[src/common/ipm_map.svh]
// Purpose: register offsets, field positions and reset values of the interrupt post/mask block
// Assumes: byte offsets as printed are the register indices; byte address is four times the index
// Notes: reserved bits read as zero
`ifndef IPM_MAP_SVH
`define IPM_MAP_SVH
`define IPM_IDX_CLR0 8'hda
`define IPM_IDX_CLR1 8'hdb
`define IPM_IDX_CLR2 8'hdc
`define IPM_IDX_SWCTL 8'hde
`define IPM_IDX_EN2 8'hdf
`define IPM_IDX_EN0 8'he0
`define IPM_IDX_EN1 8'he1
`define IPM_IDX_VEC 8'he2
`define IPM_VALID0 8'hfd
`define IPM_VALID1 8'h60
`define IPM_VALID2 8'h16
`define IPM_VALID3 8'h80
`define IPM_SWEN_BIT 7
`define IPM_RESET_VAL 8'h00
`define IPM_NSRC 24
`define IPM_VEC_STEP 8'h04
`define IPM_PRIO_BASE 8'h01
`endif

[src/common/ipm_pkg.sv]
// Purpose: shared types of the interrupt post/mask block
// Assumes: nothing beyond the map header
// Notes: one flat source vector, index = group*8 + bit
package ipm_pkg;
   typedef logic [7:0] ipm_byte_t;
   typedef logic [23:0] ipm_src_t;
   typedef logic [7:0] ipm_vec_t;
endpackage : ipm_pkg

[src/core/ipm_regs.sv]
// Purpose: posted flags, enables, soft posting and vector register of an interrupt controller over APB
// Assumes: pclk 100 MHz, sources give one-cycle or level conditions synchronous to pclk
// Notes: one wait-state APB slave; unmapped reads return zero with pslverr high
// Operation
// reading a clear register shows every currently posted source
// soft post off: written zero clears the posted flag, one keeps it
// soft post on: written zero ignored, written one posts the source
// software post enable lives in bit 7 of register at 0xde
// disabled source cannot become pending yet still posts
// enabled posted source becomes pending
// each enable bit independent; writes touch only their own bits
// port pin sources post on detected edge, not on level
// vector register at 0xe2 reads top-priority pending vector
// any write to vector register clears all pending interrupts
// clear register 0 bit layout: port1,sleep,ext1,port0,rx,tx,-,por
// clear register 1: bit 6 interval timer, bit 5 1 ms timer
// clear register 2: bit 4 port2, bit 2 ext two, bit 1 counter wrap
// enable register 0 at 0xe0 matches clear register 0 layout
// enable register 1 at 0xe1: bit 6 interval, bit 5 1 ms
// enable register 2 at 0xdf: bit 4 port2, bit 2 ext two, bit 1 wrap
// posted flag stays until taken or cleared by software
// pending feed priority encoder; core takes it only with global enable
// clearing enable neither drops a posted flag nor blocks posting
// reserved bits read zero and ignore writes
// software posted interrupts behave exactly like hardware ones
`timescale 1ns/10ps
`include "ipm_map.svh"
module ipm_regs (
   input wire logic pclk,
   input wire logic presetn,
   input wire logic psel,
   input wire logic penable,
   input wire logic pwrite,
   input wire logic [31:0] paddr,
   input wire logic [31:0] pwdata,
   input wire logic [3:0] pstrb,
   output logic [31:0] prdata,
   output logic pready,
   output logic pslverr,
   input wire ipm_pkg::ipm_src_t src_event,
   input wire ipm_pkg::ipm_src_t src_is_edge,
   input wire logic global_irq_enable,
   input wire logic irq_ack,
   output logic irq_req,
   output ipm_pkg::ipm_vec_t irq_vector
);
   import ipm_pkg::*;

   typedef enum logic [1:0] {
      IPM_IDLE = 2'b01,
      IPM_DONE = 2'b10
   } ipm_state_e;

   // word index of an APB address, or 8'h00 for misaligned / out of range
   function automatic ipm_byte_t word_idx(input logic [31:0] a);
      if (a[1:0] != 2'b00 || a[31:10] != 22'h0) begin
         word_idx = 8'h00;
      end else begin
         word_idx = a[9:2];
      end
   endfunction : word_idx

   // valid-bit mask of a posted/enable group
   function automatic ipm_byte_t group_valid(input int g);
      case (g)
         0: group_valid = `IPM_VALID0;
         1: group_valid = `IPM_VALID1;
         default: group_valid = `IPM_VALID2;
      endcase
   endfunction : group_valid

   ipm_state_e state_r;
   ipm_src_t posted_r;
   ipm_src_t enable_r;
   logic swen_r;
   ipm_src_t src_prev_r;
   ipm_src_t hw_post;
   ipm_src_t pending;
   ipm_vec_t top_vec;
   ipm_byte_t idx;
   logic access;
   logic wr_go;
   logic rd_go;
   logic mapped;
   ipm_byte_t wbyte;
   ipm_src_t sw_set;
   ipm_src_t sw_clr;
   ipm_src_t flush;
   ipm_src_t ack_clr;
   ipm_src_t posted_nxt;
   ipm_byte_t rd_nxt;

   assign idx = word_idx(paddr);
   assign access = psel && penable && state_r == IPM_IDLE;
   assign wr_go = access && pwrite;
   assign rd_go = access && !pwrite;
   assign wbyte = pstrb[0] ? pwdata[7:0] : 8'hff;

   always_comb begin
      unique case (idx)
         `IPM_IDX_CLR0, `IPM_IDX_CLR1, `IPM_IDX_CLR2, `IPM_IDX_SWCTL,
         `IPM_IDX_EN2, `IPM_IDX_EN0, `IPM_IDX_EN1, `IPM_IDX_VEC: mapped = 1'b1;
         default: mapped = 1'b0;
      endcase
   end

   // level sources post while high, edge sources on a rising edge only
   assign hw_post = src_event & (~src_is_edge | ~src_prev_r);
   // masking gates only the pending path
   assign pending = posted_r & enable_r;

   ipm_prio u_prio (
      .pending(pending),
      .vector(top_vec)
   );

   // software writes to a clear register
   always_comb begin
      sw_set = '0;
      sw_clr = '0;
      for (int g = 0; g < 3; g++) begin
         if (wr_go && pstrb[0] && idx == 8'(`IPM_IDX_CLR0 + g)) begin
            for (int b = 0; b < 8; b++) begin
               if (group_valid(g)[b]) begin
                  if (swen_r) begin
                     sw_set[g*8+b] = wbyte[b];
                  end else begin
                     sw_clr[g*8+b] = !wbyte[b];
                  end
               end
            end
         end
      end
   end

   assign flush = (wr_go && idx == `IPM_IDX_VEC) ? pending : '0;

   // vector each source would give alone, to match the one the core took
   ipm_vec_t solo_vec [`IPM_NSRC];
   for (genvar s = 0; s < `IPM_NSRC; s++) begin : g_solo
      ipm_prio u_solo (
         .pending(ipm_src_t'(24'h000001 << s)),
         .vector(solo_vec[s])
      );
   end

   // a taken interrupt drops its own posted flag
   always_comb begin
      ack_clr = '0;
      for (int i = 0; i < `IPM_NSRC; i++) begin
         if (irq_ack && pending[i] && irq_vector != 8'h00 && solo_vec[i] == irq_vector) begin
            ack_clr[i] = 1'b1;
         end
      end
   end

   // hardware and software posting win over any clear in the same cycle
   assign posted_nxt = ((posted_r & ~(sw_clr | flush | ack_clr)) | hw_post | sw_set) &
                       {group_valid(2), group_valid(1), group_valid(0)};

   always_ff @(posedge pclk or negedge presetn) begin
      if (!presetn) begin
         posted_r <= '0;
         src_prev_r <= '0;
      end else begin
         posted_r <= posted_nxt;
         src_prev_r <= src_event;
      end
   end

   // enable registers and software post enable
   always_ff @(posedge pclk or negedge presetn) begin
      if (!presetn) begin
         enable_r <= '0;
         swen_r <= 1'b0;
      end else if (wr_go && pstrb[0]) begin
         unique case (idx)
            `IPM_IDX_EN0: enable_r[7:0] <= pwdata[7:0] & `IPM_VALID0;
            `IPM_IDX_EN1: enable_r[15:8] <= pwdata[7:0] & `IPM_VALID1;
            `IPM_IDX_EN2: enable_r[23:16] <= pwdata[7:0] & `IPM_VALID2;
            `IPM_IDX_SWCTL: swen_r <= pwdata[`IPM_SWEN_BIT];
            default: ;
         endcase
      end
   end

   always_comb begin
      rd_nxt = 8'h00;
      unique case (idx)
         `IPM_IDX_CLR0: rd_nxt = posted_r[7:0];
         `IPM_IDX_CLR1: rd_nxt = posted_r[15:8];
         `IPM_IDX_CLR2: rd_nxt = posted_r[23:16];
         `IPM_IDX_SWCTL: rd_nxt = {swen_r, 7'h00};
         `IPM_IDX_EN0: rd_nxt = enable_r[7:0];
         `IPM_IDX_EN1: rd_nxt = enable_r[15:8];
         `IPM_IDX_EN2: rd_nxt = enable_r[23:16];
         `IPM_IDX_VEC: rd_nxt = top_vec;
         default: rd_nxt = 8'h00;
      endcase
   end

   // apb answer: one access cycle, then ready for one cycle
   always_ff @(posedge pclk or negedge presetn) begin
      if (!presetn) begin
         state_r <= IPM_IDLE;
         pready <= 1'b0;
         pslverr <= 1'b0;
         prdata <= '0;
      end else begin
         unique case (state_r)
            IPM_IDLE: begin
               pready <= access;
               pslverr <= access && !mapped;
               if (rd_go) begin
                  prdata <= {24'h0, rd_nxt};
               end
               if (access) begin
                  state_r <= IPM_DONE;
               end
            end
            IPM_DONE: begin
               pready <= 1'b0;
               pslverr <= 1'b0;
               state_r <= IPM_IDLE;
            end
         endcase
      end
   end

   // request to the core, gated by its global enable
   always_ff @(posedge pclk or negedge presetn) begin
      if (!presetn) begin
         irq_req <= 1'b0;
         irq_vector <= `IPM_RESET_VAL;
      end else begin
         irq_req <= global_irq_enable && (pending & ~ack_clr & ~flush) != '0;
         irq_vector <= top_vec;
      end
   end

   a_flush_clears: assert property (@(posedge pclk) disable iff (!presetn)
      flush != '0 |=> (posted_r & $past(flush)) == ($past(hw_post | sw_set) & $past(flush)))
      else $error("vector write did not clear pending");
   a_sw_post: assert property (@(posedge pclk) disable iff (!presetn)
      sw_set != '0 |=> (posted_r & $past(sw_set)) == $past(sw_set))
      else $error("software post lost");
   a_sw_clear: assert property (@(posedge pclk) disable iff (!presetn)
      (sw_clr & ~hw_post) != '0 |=> (posted_r & $past(sw_clr & ~hw_post)) == '0)
      else $error("software clear failed");
   a_mask_keep: assert property (@(posedge pclk) disable iff (!presetn)
      $fell(enable_r[0]) && $past(posted_r[0]) && !$past(sw_clr[0] | flush[0] | ack_clr[0]) |-> posted_r[0])
      else $error("mask cleared a posted flag");
   a_pend_gate: assert property (@(posedge pclk) disable iff (!presetn)
      (posted_r & enable_r) == '0 |=> irq_vector == 8'h00 && !irq_req)
      else $error("masked source pending");
   a_edge_post: assert property (@(posedge pclk) disable iff (!presetn)
      src_is_edge[7] && src_event[7] && src_prev_r[7] && !posted_r[7] && !sw_set[7] |=> !posted_r[7])
      else $error("edge source posted on level");
   a_reserved_zero: assert property (@(posedge pclk) disable iff (!presetn)
      (posted_r & ~{`IPM_VALID2, `IPM_VALID1, `IPM_VALID0}) == '0 && enable_r[1] == 1'b0)
      else $error("reserved bit set");
   a_read_posted: assert property (@(posedge pclk) disable iff (!presetn)
      rd_go && idx == `IPM_IDX_CLR0 |=> prdata[7:0] == $past(posted_r[7:0]) && pready)
      else $error("clear register read wrong");
   a_vec_read: assert property (@(posedge pclk) disable iff (!presetn)
      rd_go && idx == `IPM_IDX_VEC |=> prdata[7:0] == $past(top_vec))
      else $error("vector read wrong");
   a_req_gie: assert property (@(posedge pclk) disable iff (!presetn)
      !$past(global_irq_enable) |-> !irq_req)
      else $error("request without global enable");

   a_swen_write: assert property (@(posedge pclk) disable iff (!presetn)
      wr_go && pstrb[0] && idx == `IPM_IDX_SWCTL
      |=> swen_r == $past(pwdata[`IPM_SWEN_BIT]))
      else $error("software post enable not written");
   a_swctl_read: assert property (@(posedge pclk) disable iff (!presetn)
      rd_go && idx == `IPM_IDX_SWCTL
      |=> prdata == {24'h0, $past(swen_r), 7'h00})
      else $error("software post control read wrong");
   a_en0_write: assert property (@(posedge pclk) disable iff (!presetn)
      wr_go && pstrb[0] && idx == `IPM_IDX_EN0
      |=> enable_r[7:0] == ($past(pwdata[7:0]) & `IPM_VALID0))
      else $error("enable register 0 write wrong");
   a_en1_write: assert property (@(posedge pclk) disable iff (!presetn)
      wr_go && pstrb[0] && idx == `IPM_IDX_EN1
      |=> enable_r[15:8] == ($past(pwdata[7:0]) & `IPM_VALID1))
      else $error("enable register 1 write wrong");
   a_en2_write: assert property (@(posedge pclk) disable iff (!presetn)
      wr_go && pstrb[0] && idx == `IPM_IDX_EN2
      |=> enable_r[23:16] == ($past(pwdata[7:0]) & `IPM_VALID2))
      else $error("enable register 2 write wrong");
   a_en_other: assert property (@(posedge pclk) disable iff (!presetn)
      wr_go && idx == `IPM_IDX_EN0
      |=> enable_r[23:8] == $past(enable_r[23:8]))
      else $error("enable write touched another group");
   a_en_hold: assert property (@(posedge pclk) disable iff (!presetn)
      !wr_go
      |=> enable_r == $past(enable_r))
      else $error("enable changed without a write");
   a_post_hold: assert property (@(posedge pclk) disable iff (!presetn)
      posted_r != '0
      |=> ($past(posted_r & ~(sw_clr | flush | ack_clr)) & ~posted_r) == '0)
      else $error("posted flag dropped without a clear");
   a_edge_rise: assert property (@(posedge pclk) disable iff (!presetn)
      src_is_edge[7] && src_event[7] && !src_prev_r[7]
      |=> posted_r[7])
      else $error("edge source did not post");
   a_level_post: assert property (@(posedge pclk) disable iff (!presetn)
      !src_is_edge[0] && src_event[0]
      |=> posted_r[0])
      else $error("level source did not post");
   a_sw_ignore: assert property (@(posedge pclk) disable iff (!presetn)
      swen_r && wr_go && idx == `IPM_IDX_CLR0 && !irq_ack
      |=> (posted_r[7:0] & $past(posted_r[7:0])) == $past(posted_r[7:0]))
      else $error("written zero cleared a flag during soft post");
   a_one_keep: assert property (@(posedge pclk) disable iff (!presetn)
      !swen_r && wr_go && idx == `IPM_IDX_CLR0 && !irq_ack
      |=> (posted_r[7:0] & $past(posted_r[7:0] & pwdata[7:0])) == $past(posted_r[7:0] & pwdata[7:0]))
      else $error("written one cleared a flag");
   a_vec_none: assert property (@(posedge pclk) disable iff (!presetn)
      pending == '0
      |-> top_vec == 8'h00)
      else $error("vector without pending source");
   a_vec_top: assert property (@(posedge pclk) disable iff (!presetn)
      pending[0]
      |-> top_vec == 8'h04)
      else $error("top source not chosen");
   a_vec_reg: assert property (@(posedge pclk) disable iff (!presetn)
      irq_req
      |-> irq_vector == $past(top_vec) && irq_vector != 8'h00)
      else $error("request vector wrong");
   a_req_pend: assert property (@(posedge pclk) disable iff (!presetn)
      global_irq_enable && (pending & ~ack_clr & ~flush) != '0
      |=> irq_req)
      else $error("pending source not requested");
   a_ack_timer: assert property (@(posedge pclk) disable iff (!presetn)
      irq_ack && pending[13] && irq_vector == 8'h34 && !hw_post[13] && !sw_set[13]
      |=> !posted_r[13])
      else $error("taken timer flag kept");
   a_ack_sleep: assert property (@(posedge pclk) disable iff (!presetn)
      irq_ack && pending[6] && irq_vector == 8'h64 && !hw_post[6] && !sw_set[6]
      |=> !posted_r[6])
      else $error("taken sleep flag kept");
   a_flush_masked: assert property (@(posedge pclk) disable iff (!presetn)
      flush != '0
      |=> (posted_r & $past(posted_r & ~enable_r)) == $past(posted_r & ~enable_r))
      else $error("vector write dropped a masked flag");
   a_unmapped_err: assert property (@(posedge pclk) disable iff (!presetn)
      access && !mapped
      |=> pslverr && pready)
      else $error("unmapped access not refused");
   a_unmapped_zero: assert property (@(posedge pclk) disable iff (!presetn)
      rd_go && !mapped
      |=> prdata == 32'h0)
      else $error("unmapped read not zero");
endmodule : ipm_regs

[src/core/ipm_prio.sv]
// Purpose: priority encoder from pending sources to an interrupt vector
// Assumes: source index = group*8 + bit, priority table fixed in the design
// Notes: lower priority number wins; zero vector when nothing pends
`timescale 1ns/10ps
`include "ipm_map.svh"
module ipm_prio (
   input wire ipm_pkg::ipm_src_t pending,
   output ipm_pkg::ipm_vec_t vector
);
   import ipm_pkg::*;

   // priority number of each source index, zero for reserved positions
   function automatic ipm_vec_t prio_of(input int idx);
      case (idx)
         0: prio_of = 8'h01;
         2: prio_of = 8'h03;
         3: prio_of = 8'h04;
         4: prio_of = 8'h05;
         7: prio_of = 8'h06;
         5: prio_of = 8'h07;
         13: prio_of = 8'h0d;
         14: prio_of = 8'h0e;
         17: prio_of = 8'h11;
         18: prio_of = 8'h12;
         20: prio_of = 8'h14;
         6: prio_of = 8'h19;
         default: prio_of = 8'h00;
      endcase
   endfunction : prio_of

   ipm_vec_t best;
   always_comb begin
      best = 8'hff;
      for (int i = 0; i < `IPM_NSRC; i++) begin
         if (pending[i] && prio_of(i) != 8'h00 && prio_of(i) < best) begin
            best = prio_of(i);
         end
      end
      // vector address = priority * 4
      vector = (best == 8'hff) ? 8'h00 : 8'((best * `IPM_VEC_STEP) & 8'hff);
   end
endmodule : ipm_prio

[config.mk]
export PLATFORM = sky130hd
export DESIGN_NAME = ipm_regs
export DESIGN_NICKNAME = d
export VERILOG_FILES = /design/src/common/ipm_pkg.sv /design/src/core/ipm_regs.sv /design/src/core/ipm_prio.sv
export VERILOG_INCLUDE_DIRS = /design/src /design/src/common
export SDC_FILE = /design/constraint.sdc
export NUM_CORES = 1
export LEC_CHECK = 0
export BUFFER_PORTS_ARGS = -buffer_cell sky130_fd_sc_hd__buf_2
export CAP_MARGIN = 20
export CORE_MARGIN = 2
export CORE_UTILIZATION = 42
export DETAILED_ROUTE_END_ITERATION = 7
export PLACE_DENSITY = 0.74
export SYNTH_ARGS = -nofsm -noshare
export SYNTH_HDL_FRONTEND = slang
export SYNTH_SLANG_ARGS = --single-unit
[constraint.sdc]
create_clock -name pclk -period 2.8 [get_ports pclk]
set_input_delay 0 -clock pclk [delete_from_list [all_inputs] [get_ports pclk]]
set_output_delay 0 -clock pclk [all_outputs]
set_load 0.01 [all_outputs]
==> reports/metrics.yaml, run 1 <==
finish.net_count: 604
number_of_flip_flops_and_latches_in_the_synthesized_netlist: 56
synth-edff-count: 0
slew_violations: 0
timing.rr.start: "state_r[0]"
dp_slack_ns: 0.491
synth-simple-area-share: 0.271
antenna_nets_post_route: 0
placed_cells: 543
maxCapViolations: 0
yosysWarnings: 0
post_synth_xor_area_fraction: 0
yosys_most_used_dff: "sky130_fd_sc_hd__dfrtp_1"
power.combinational.fraction: 0.150
detail_route.wl_per_cell_um: 17.4
wire_length_of_the_first_global_routing_pass_um: 16300
setup_violations_final: 0
critical-path-slowest-cell: "sky130_fd_sc_hd__dfstp_2"
yosys.area_share.adder: 0
power-per-cell-area_nw_per_um2: 364
drc_errors: 0
layout-drive-gt1-share: 0.249
syn2layout_area_growth_pct: 27.0
rsz0062_at_grt: "false"
start_kind: "flop"
via_count: 3265
p_int_w: 0.00113
synthesis.area_um2: 3330
cts.sink_count: 56
clk_root_buffer_cell: "sky130_fd_sc_hd__clkbuf_8"
clock_power_share: 0.290
synth-async-reset-ratio: 1.00
switching_share: 0.265
finalCriticalPeriod_ns: 2.36
diodes: 0
critPathKind: "reg2reg"
drt_pass1_iterations: 5
hold_class: "in2reg"
antenna_violations_before_repair: 0
cp_num_buf_inv: 1
port_buffers: 88
gr-total-overflow: 0
post_synthesis_instance_total: 358
finalWirelength_um: 10200
finalWeightedCongestion: 0.942
initialDrtViolationCount: 296
postSynthAreaPerCell_um2: 9.31
hold_violations: 0
dpl-instance-area_um2: 3800
critPathArrivalTime_ns: 2.55
total_half_perimeter_wirelength_after_legalization_and_detailed_placement_um: 7780
yosys.cell_types.count: 52
cp_cell_sequence: "nand4b_1 -> inv_1 -> nand2_1 -> nor4_4 -> and2_1 -> mux2_1"
tns_ns: 0
worst_pin_slew_ns: 0.761
main_combinational_cell_family_by_area_after_synthesis: "simple AND/OR/NAND/NOR gates"
synth.area.mux_share: 0.0570
switchingPower_w: 0.000409
r2r-end: "enable_r[4]"
required_arrival_time_at_the_worst_endpoint_ns: 3.00
worst_setup_path_end_kind: "flop"
post_layout_nonfiller_instances: 584
ff2ff_setup_slack_ns: 0.44
numCtsBuffers: 5
maxSlewHeadroom: 0.492
critical_path.max_stage_delay_ns: 0.55
core-area_um2: 7730
min_delay_path_depth: 4
grt_pass1_vias: 3098
rows: 32
summed_area_of_non_filler_cells_in_the_final_layout_um2: 4230
hold_ws_ns: 0.0134
filler_cell_count: 728
critPathTopFamily: "simple AND/OR/NAND/NOR gates"
vias_per_cell: 5.59
worst-r2r-cell-count: 6
pin_count: 166
timing.final.crit_share: 0.842
timing.hold.worst.start: "src_is_edge[6]"
proportion_of_power_drawn_by_flip_flops_and_latches: 0.561
synth_compound_gate_area_share: 0.174
cp_max_fo: 7
floorplan.die_area_um2: 8670
clock.fmax_mhz: 424
outcome: "complete, no violations"
terminating_pin_of_the_worst_hold_path: "posted_r[6]"
path_clk_slew_ns: 0.10
clock_insertion_delay_worst_skew_ns: 0.31
peakVddDrop_v: 0.000221
number_of_h_tree_levels: 2
cts.path.max_buffers: 2
cts_tree: "yes"
power.leakage_nw: 1.90
dieHeight_um: 93.1
global_route.usage.total: 0.239
timing.final.ws_setup_ns: 0.442
ys_seq_area_frac: 0.421
die_span_in_x_um: 93.1
grt_start_max_net_pins: 47
fin_worst_skew_ns: 0.00544
start_util: 0.432
power groups by stage:
stage                     sequential, W  clock [W]  combinational [W]
final                          0.000864   0.000447           0.000231
after global routing           0.000867   0.000494           0.000259
after CTS                      0.000864   0.000455           0.000225
after detailed placement       0.000880          0           0.000191
after global placement         0.000878          0           0.000182
after floorplan                0.000878          0           0.000117
worst max-delay path by stage:
stage	start	depth (start not counted)	end	slack, ns
after global routing	state_r[0]	8	posted_r[6]	0.27
final	state_r[0]	6	enable_r[4]	0.44
after global placement	state_r[0]	6	enable_r[17]	0.50
after detailed placement	state_r[0]	6	enable_r[17]	0.49
after CTS	state_r[0]	6	enable_r[4]	0.46
after floorplan	state_r[0]	7	enable_r[0]	0.84
through the flow:
step	utilization	total power, W
2_1_floorplan	-	0.000995
3_3_place_gp	0.492	0.00106
3_5_place_dp	0.492	0.00107
4_1_cts	0.544	0.00154
5_1_grt	0.548	0.00162
6_report	0.548	0.00154
sequential cells by signal, indices dropped and copies added, names as in the netlist:
| name | count |
|---|---|
| src_prev_r | 12 |
| irq_req | 1 |
| irq_vector | 6 |
| enable_r | 12 |
| pready | 1 |
| swen_r | 1 |
| prdata | 8 |
| pslverr | 1 |
| state_r | 2 |
| posted_r | 12 |
cells in the mapped netlist, types with 2 or more instances:
library cell / n / area (um2)
sky130_fd_sc_hd__o311ai_1: 5 / 43.8
sky130_fd_sc_hd__and2_1: 11 / 68.8
sky130_fd_sc_hd__a21oi_1: 8 / 40.0
sky130_fd_sc_hd__o31ai_1: 2 / 15.0
sky130_fd_sc_hd__a32oi_1: 6 / 52.6
sky130_fd_sc_hd__nand2b_1: 10 / 62.6
sky130_fd_sc_hd__a311oi_1: 2 / 17.5
sky130_fd_sc_hd__nor4_1: 8 / 50.1
sky130_fd_sc_hd__a32o_1: 2 / 20.0
sky130_fd_sc_hd__o22ai_1: 2 / 12.5
sky130_fd_sc_hd__nand2_1: 53 / 199
sky130_fd_sc_hd__nand4b_1: 2 / 17.5
sky130_fd_sc_hd__nor3_1: 11 / 55.1
sky130_fd_sc_hd__mux2_2: 7 / 78.8
sky130_fd_sc_hd__nand3_1: 21 / 105
sky130_fd_sc_hd__dfrtp_1: 55 / 1380
sky130_fd_sc_hd__nor4_4: 3 / 63.8
sky130_fd_sc_hd__nand4_1: 5 / 31.3
sky130_fd_sc_hd__a22o_1: 2 / 17.5
sky130_fd_sc_hd__or2_2: 2 / 12.5
sky130_fd_sc_hd__a31oi_1: 4 / 25.0
sky130_fd_sc_hd__o211ai_1: 10 / 75.1
sky130_fd_sc_hd__nor2_1: 13 / 48.8
sky130_fd_sc_hd__o21ai_0: 20 / 100
sky130_fd_sc_hd__and3_1: 5 / 31.3
sky130_fd_sc_hd__a22oi_1: 6 / 45.0
sky130_fd_sc_hd__nor4_2: 4 / 50.1
sky130_fd_sc_hd__a211oi_1: 2 / 15.0
sky130_fd_sc_hd__clkbuf_1: 9 / 33.8
sky130_fd_sc_hd__mux2_1: 9 / 101
sky130_fd_sc_hd__nor2b_1: 3 / 18.8
sky130_fd_sc_hd__inv_1: 4 / 15.0
sky130_fd_sc_hd__a41oi_1: 3 / 26.3
sky130_fd_sc_hd__nand3b_1: 3 / 22.5
sky130_fd_sc_hd__buf_4: 27 / 203
sky130_fd_sc_hd__o21ai_1: 3 / 15.0
worst register-to-register path, stage by stage, from the launching register on:
cell and delay (ns):
sky130_fd_sc_hd__dfstp_2 0.55, sky130_fd_sc_hd__nand4b_1 0.15, sky130_fd_sc_hd__inv_1 0.15, sky130_fd_sc_hd__nand2_1 0.23
sky130_fd_sc_hd__nor4_4 0.32, sky130_fd_sc_hd__and2_1 0.45, sky130_fd_sc_hd__mux2_1 0.38
layer usage:
metal  GRT usage  part of all wire  vias to the layer above
met5           0                 0                        -
met4      0.0490             0.016                        0
met3      0.0363             0.047                       17
met2       0.399              0.49                      133
met1       0.332              0.45                     1587
li1            -                 -                     1528
cells by family after synthesis:
family / count (synthesis)
flip-flops: 56
other: 1
multiplexers: 17
AND/OR/NAND/NOR: 160
AO/OA/AOI/OAI: 84
buffers and inverters: 40
cells in the final DEF (no fill, tap or decap), types with 4 or more instances in the layout:
master                          synthesis  layout
sky130_fd_sc_hd__a22oi_1                6       6
sky130_fd_sc_hd__o311ai_1               5       5
sky130_fd_sc_hd__a31oi_1                4       4
sky130_fd_sc_hd__buf_2                  0      88
sky130_fd_sc_hd__and3_1                 5       5
sky130_fd_sc_hd__nand4_1                5       5
sky130_fd_sc_hd__nor4_1                 8       8
sky130_fd_sc_hd__a21oi_1                8       8
sky130_fd_sc_hd__dfrtp_1               55      55
sky130_fd_sc_hd__a32oi_1                6       6
sky130_fd_sc_hd__nor4_2                 4       4
sky130_fd_sc_hd__mux2_2                 7       7
sky130_fd_sc_hd__and2_1                11      11
sky130_fd_sc_hd__dlygate4sd3_1          0      32
sky130_fd_sc_hd__conb_1                 1      27
sky130_fd_sc_hd__buf_4                 27       5
sky130_fd_sc_hd__inv_1                  4       4
sky130_fd_sc_hd__o21ai_0               20      20
sky130_fd_sc_hd__mux2_1                 9       9
sky130_fd_sc_hd__clkbuf_8               0       5
sky130_fd_sc_hd__nand2_1               53      53
sky130_fd_sc_hd__o211ai_1              10      10
sky130_fd_sc_hd__nor3_1                11      11
sky130_fd_sc_hd__nor2_1                13      13
sky130_fd_sc_hd__nand2b_1              10      10
sky130_fd_sc_hd__nand3_1               21      21
timing repair:
action                                 in CTS  in global routing
gates resized for setup                     0                  0
endpoints found under the hold margin      83                  0
hold buffers                               32                  0
buffers inserted                            0                  0
cell type report:
type / count / area [um2] / area share
multi-input combinational: 288 / 1780 / 0.420
sequential: 56 / 1400 / 0.331
timing repair buffer: 126 / 826 / 0.195
tap: 102 / 128 / 0.0301
clock buffer: 6 / 72.6 / 0.0171
inverter: 4 / 15.0 / 0.00355
clock inverter: 2 / 12.5 / 0.00296
Note: power is estimated with default switching activity, not from simulation.
==> run 2: changes to the inputs <==
- PLACE_DENSITY: 0.74 -> 0.77
- clock period: 2.8 -> 1.91 ns (I/O delays scaled with it)
==> reports/metrics.yaml, run 2 (same netlist as run 1, synthesis figures left out) <==
outcome: "finished, violations left"
violations: "negative setup slack"
setup_violations_final: 9  # +9
pin_count: 166  # unchanged
clk_root_buffer_cell: "sky130_fd_sc_hd__clkbuf_8"
drt_pass1_iterations: 5  # unchanged
summed_area_of_non_filler_cells_in_the_final_layout_um2: 4840  # +14%
leading_cell_type_in_the_layout_fill_and_taps_excluded: "sky130_fd_sc_hd__buf_2"
gr-total-overflow: 0  # unchanged
hold_ws_ns: 0.0123  # -0.00102 ns
power-per-cell-area_nw_per_um2: 509  # +40%
cp_max_fo: 3  # -4
critical-path-slowest-cell: "sky130_fd_sc_hd__dfstp_2"
syn2layout_area_growth_pct: 45.0
filler_cell_count: 657  # -9.8%
antenna_nets_post_route: 0  # unchanged
finalCriticalPeriod_ns: 1.97  # -0.388 ns
rsz0062_at_grt: "true"
cts.sink_count: 56  # unchanged
numCtsBuffers: 5  # unchanged
busiest_layer: "met2"
critPathTopFamily: "simple AND/OR/NAND/NOR gates"
hold_violations: 0  # unchanged
fin_worst_skew_ns: 0.0106  # +0.00515 ns
floorplan.die_area_um2: 8670  # unchanged
diodes: 0  # unchanged
start_kind: "flop"
post_layout_nonfiller_instances: 633  # +8.4%
finalWirelength_um: 11500  # +13%
use_met3: 0.0306  # -0.00564
rows: 32  # unchanged
met1_usage: 0.365  # +0.0323
antenna_violations_before_repair: 0  # unchanged
critPathArrivalTime_ns: 2.18  # -0.37 ns
r2r-end: "enable_r[18]"
number_of_h_tree_levels: 2  # unchanged
clock_insertion_delay_worst_skew_ns: 0.31  # about the same
cts.path.max_buffers: 2  # unchanged
vias_per_cell: 5.58  # -0.22%
via_count: 3531  # +8.1%
peakVddDrop_v: 0.000365  # +65%
dieHeight_um: 93.1  # unchanged
path_clk_slew_ns: 0.11  # about the same
timing.final.crit_share: 1.03  # +0.189
core-area_um2: 7730  # unchanged
start_util: 0.432  # unchanged
global_route.usage.total: 0.267  # +0.0279
critPathKind: "reg2reg"
initialDrtViolationCount: 316  # +6.8%
die_span_in_x_um: 93.1  # unchanged
drc_errors: 0  # unchanged
cp_num_buf_inv: 2  # +1
grt_pass1_vias: 3398  # +9.7%
dpl-instance-area_um2: 4170  # +9.6%
finalWeightedCongestion: 0.990  # +5.1%
worst_setup_path_end_kind: "flop"
finish.net_count: 653  # +8.1%
ff2ff_setup_slack_ns: -0.06  # -0.50 ns
detail_route.wl_per_cell_um: 18.1  # +3.9%
port_buffers: 88  # unchanged
grt_use_met2: 0.463  # +0.0634
critical_path.max_stage_delay_ns: 0.55  # about the same
layout-drive-gt1-share: 0.382  # +0.133
timing.hold.worst.start: "src_is_edge[3]"
cts_tree: "yes"
maxCapViolations: 0  # unchanged
placed_cells: 588  # +8.3%
timing.rr.start: "state_r[0]"
terminating_pin_of_the_worst_hold_path: "posted_r[3]"
maxSlewHeadroom: 0.575  # +0.0823
layout_common_cells: "sky130_fd_sc_hd__buf_2, sky130_fd_sc_hd__dfrtp_1, sky130_fd_sc_hd__buf_4"
worst_pin_slew_ns: 0.638  # -0.123 ns
min_delay_path_depth: 4  # unchanged
hold_class: "in2reg"
cp_cell_sequence: "nand4b_1 -> inv_2 -> nand2_4 -> nor4_4 -> buf_4 -> and3_4 -> mux2_2"
wire_length_of_the_first_global_routing_pass_um: 18000  # +10%
grt_start_max_net_pins: 34  # -28%
power.leakage_nw: 2.22  # +17%
largest_registers: "enable_r (12), posted_r (12), src_prev_r (12)"
clock.fmax_mhz: 508  # +20%
required_arrival_time_at_the_worst_endpoint_ns: 2.12  # -0.88 ns
total_half_perimeter_wirelength_after_legalization_and_detailed_placement_um: 8760  # +13%
worst-r2r-cell-count: 7  # +1
timing.final.ws_setup_ns: -0.0598  # -0.502 ns
slew_violations: 0  # unchanged
-- run 2: cell types whose count changed in the layout (fill, tap and decap cells not counted), moves of 4 or more --
cell / change
sky130_fd_sc_hd__nor4_1: -4
sky130_fd_sc_hd__o311ai_1: -4
sky130_fd_sc_hd__o21ai_0: -7
sky130_fd_sc_hd__buf_4: +49
sky130_fd_sc_hd__o21ai_2: +4
-- run 2: worst max-delay path by stage --
stage	startpoint	to	slack (ns)	depth (start not counted)
after floorplan	state_r[0]	enable_r[0]	0.02	7
after global placement	posted_r[0]	prdata[6]	-0.07	6
after global routing	state_r[0]	posted_r[20]	-0.15	9
final	state_r[0]	enable_r[18]	-0.06	7
after detailed placement	enable_r[4]	prdata[6]	-0.07	6
after CTS	posted_r[0]	prdata[6]	0.001	6
-- run 2: layout make-up --
cell class | count | area, um2 | share of cell area
timing repair buffer | 175 | 1200 | 0.248
clock inverter | 2 | 35.0 | 0.00724
tap | 102 | 128 | 0.0264
sequential | 56 | 1400 | 0.290
clock buffer | 6 | 72.6 | 0.0150
inverter | 4 | 15.0 | 0.00310
multi-input combinational | 288 | 1980 | 0.410
-- run 2: timing repair --
action / 4_1_cts / 5_1_grt
gates cloned: 1 / 0
gates resized for setup: 11 / 37
endpoints found under the setup margin: 7 / 26
pin swaps: 1 / 14
setup buffers: 2 / 5
hold buffers: 29 / 0
endpoints found under the hold margin: 59 / 0
-- run 2: where the power goes --
group          total (W)  internal, W  leakage, nW  switching, W
logic           0.000412     0.000210         1.48      0.000202
clock network   0.000782     0.000390       0.0552      0.000392
registers        0.00127      0.00124        0.688     0.0000250
total            0.00246      0.00184         2.22      0.000619
-- run 2: worst register-to-register path, stage by stage (launching register included) --
cell	delay, ns
sky130_fd_sc_hd__dfstp_2	0.55
sky130_fd_sc_hd__nand4b_1	0.13
sky130_fd_sc_hd__inv_2	0.11
sky130_fd_sc_hd__nand2_4	0.07
sky130_fd_sc_hd__nor4_4	0.31
sky130_fd_sc_hd__buf_4	0.17
sky130_fd_sc_hd__and3_4	0.19
sky130_fd_sc_hd__mux2_2	0.33
-- run 2: per-layer routing --
metal / routed length, um / up-vias / share of wire
met5: 0 / - / 0
met4: 177 / 0 / 0.015
met3: 687 / 22 / 0.060
met2: 5670 / 173 / 0.50
met1: 4920 / 1702 / 0.43
li1: - / 1634 / -
-- run 2: per-stage QoR --
stage / total power, W / TNS [ns] / utilization / setup WS, ns
after detailed placement: 0.00163 / -0.197 / 0.539 / -0.0731
after floorplan: 0.00146 / 0 / - / 0.0156
after global placement: 0.00162 / -0.0857 / 0.539 / -0.0707
final: 0.00246 / -0.268 / 0.626 / -0.0598
after CTS: 0.00246 / 0 / 0.599 / 0.00107
after global routing: 0.00256 / -1.49 / 0.626 / -0.146
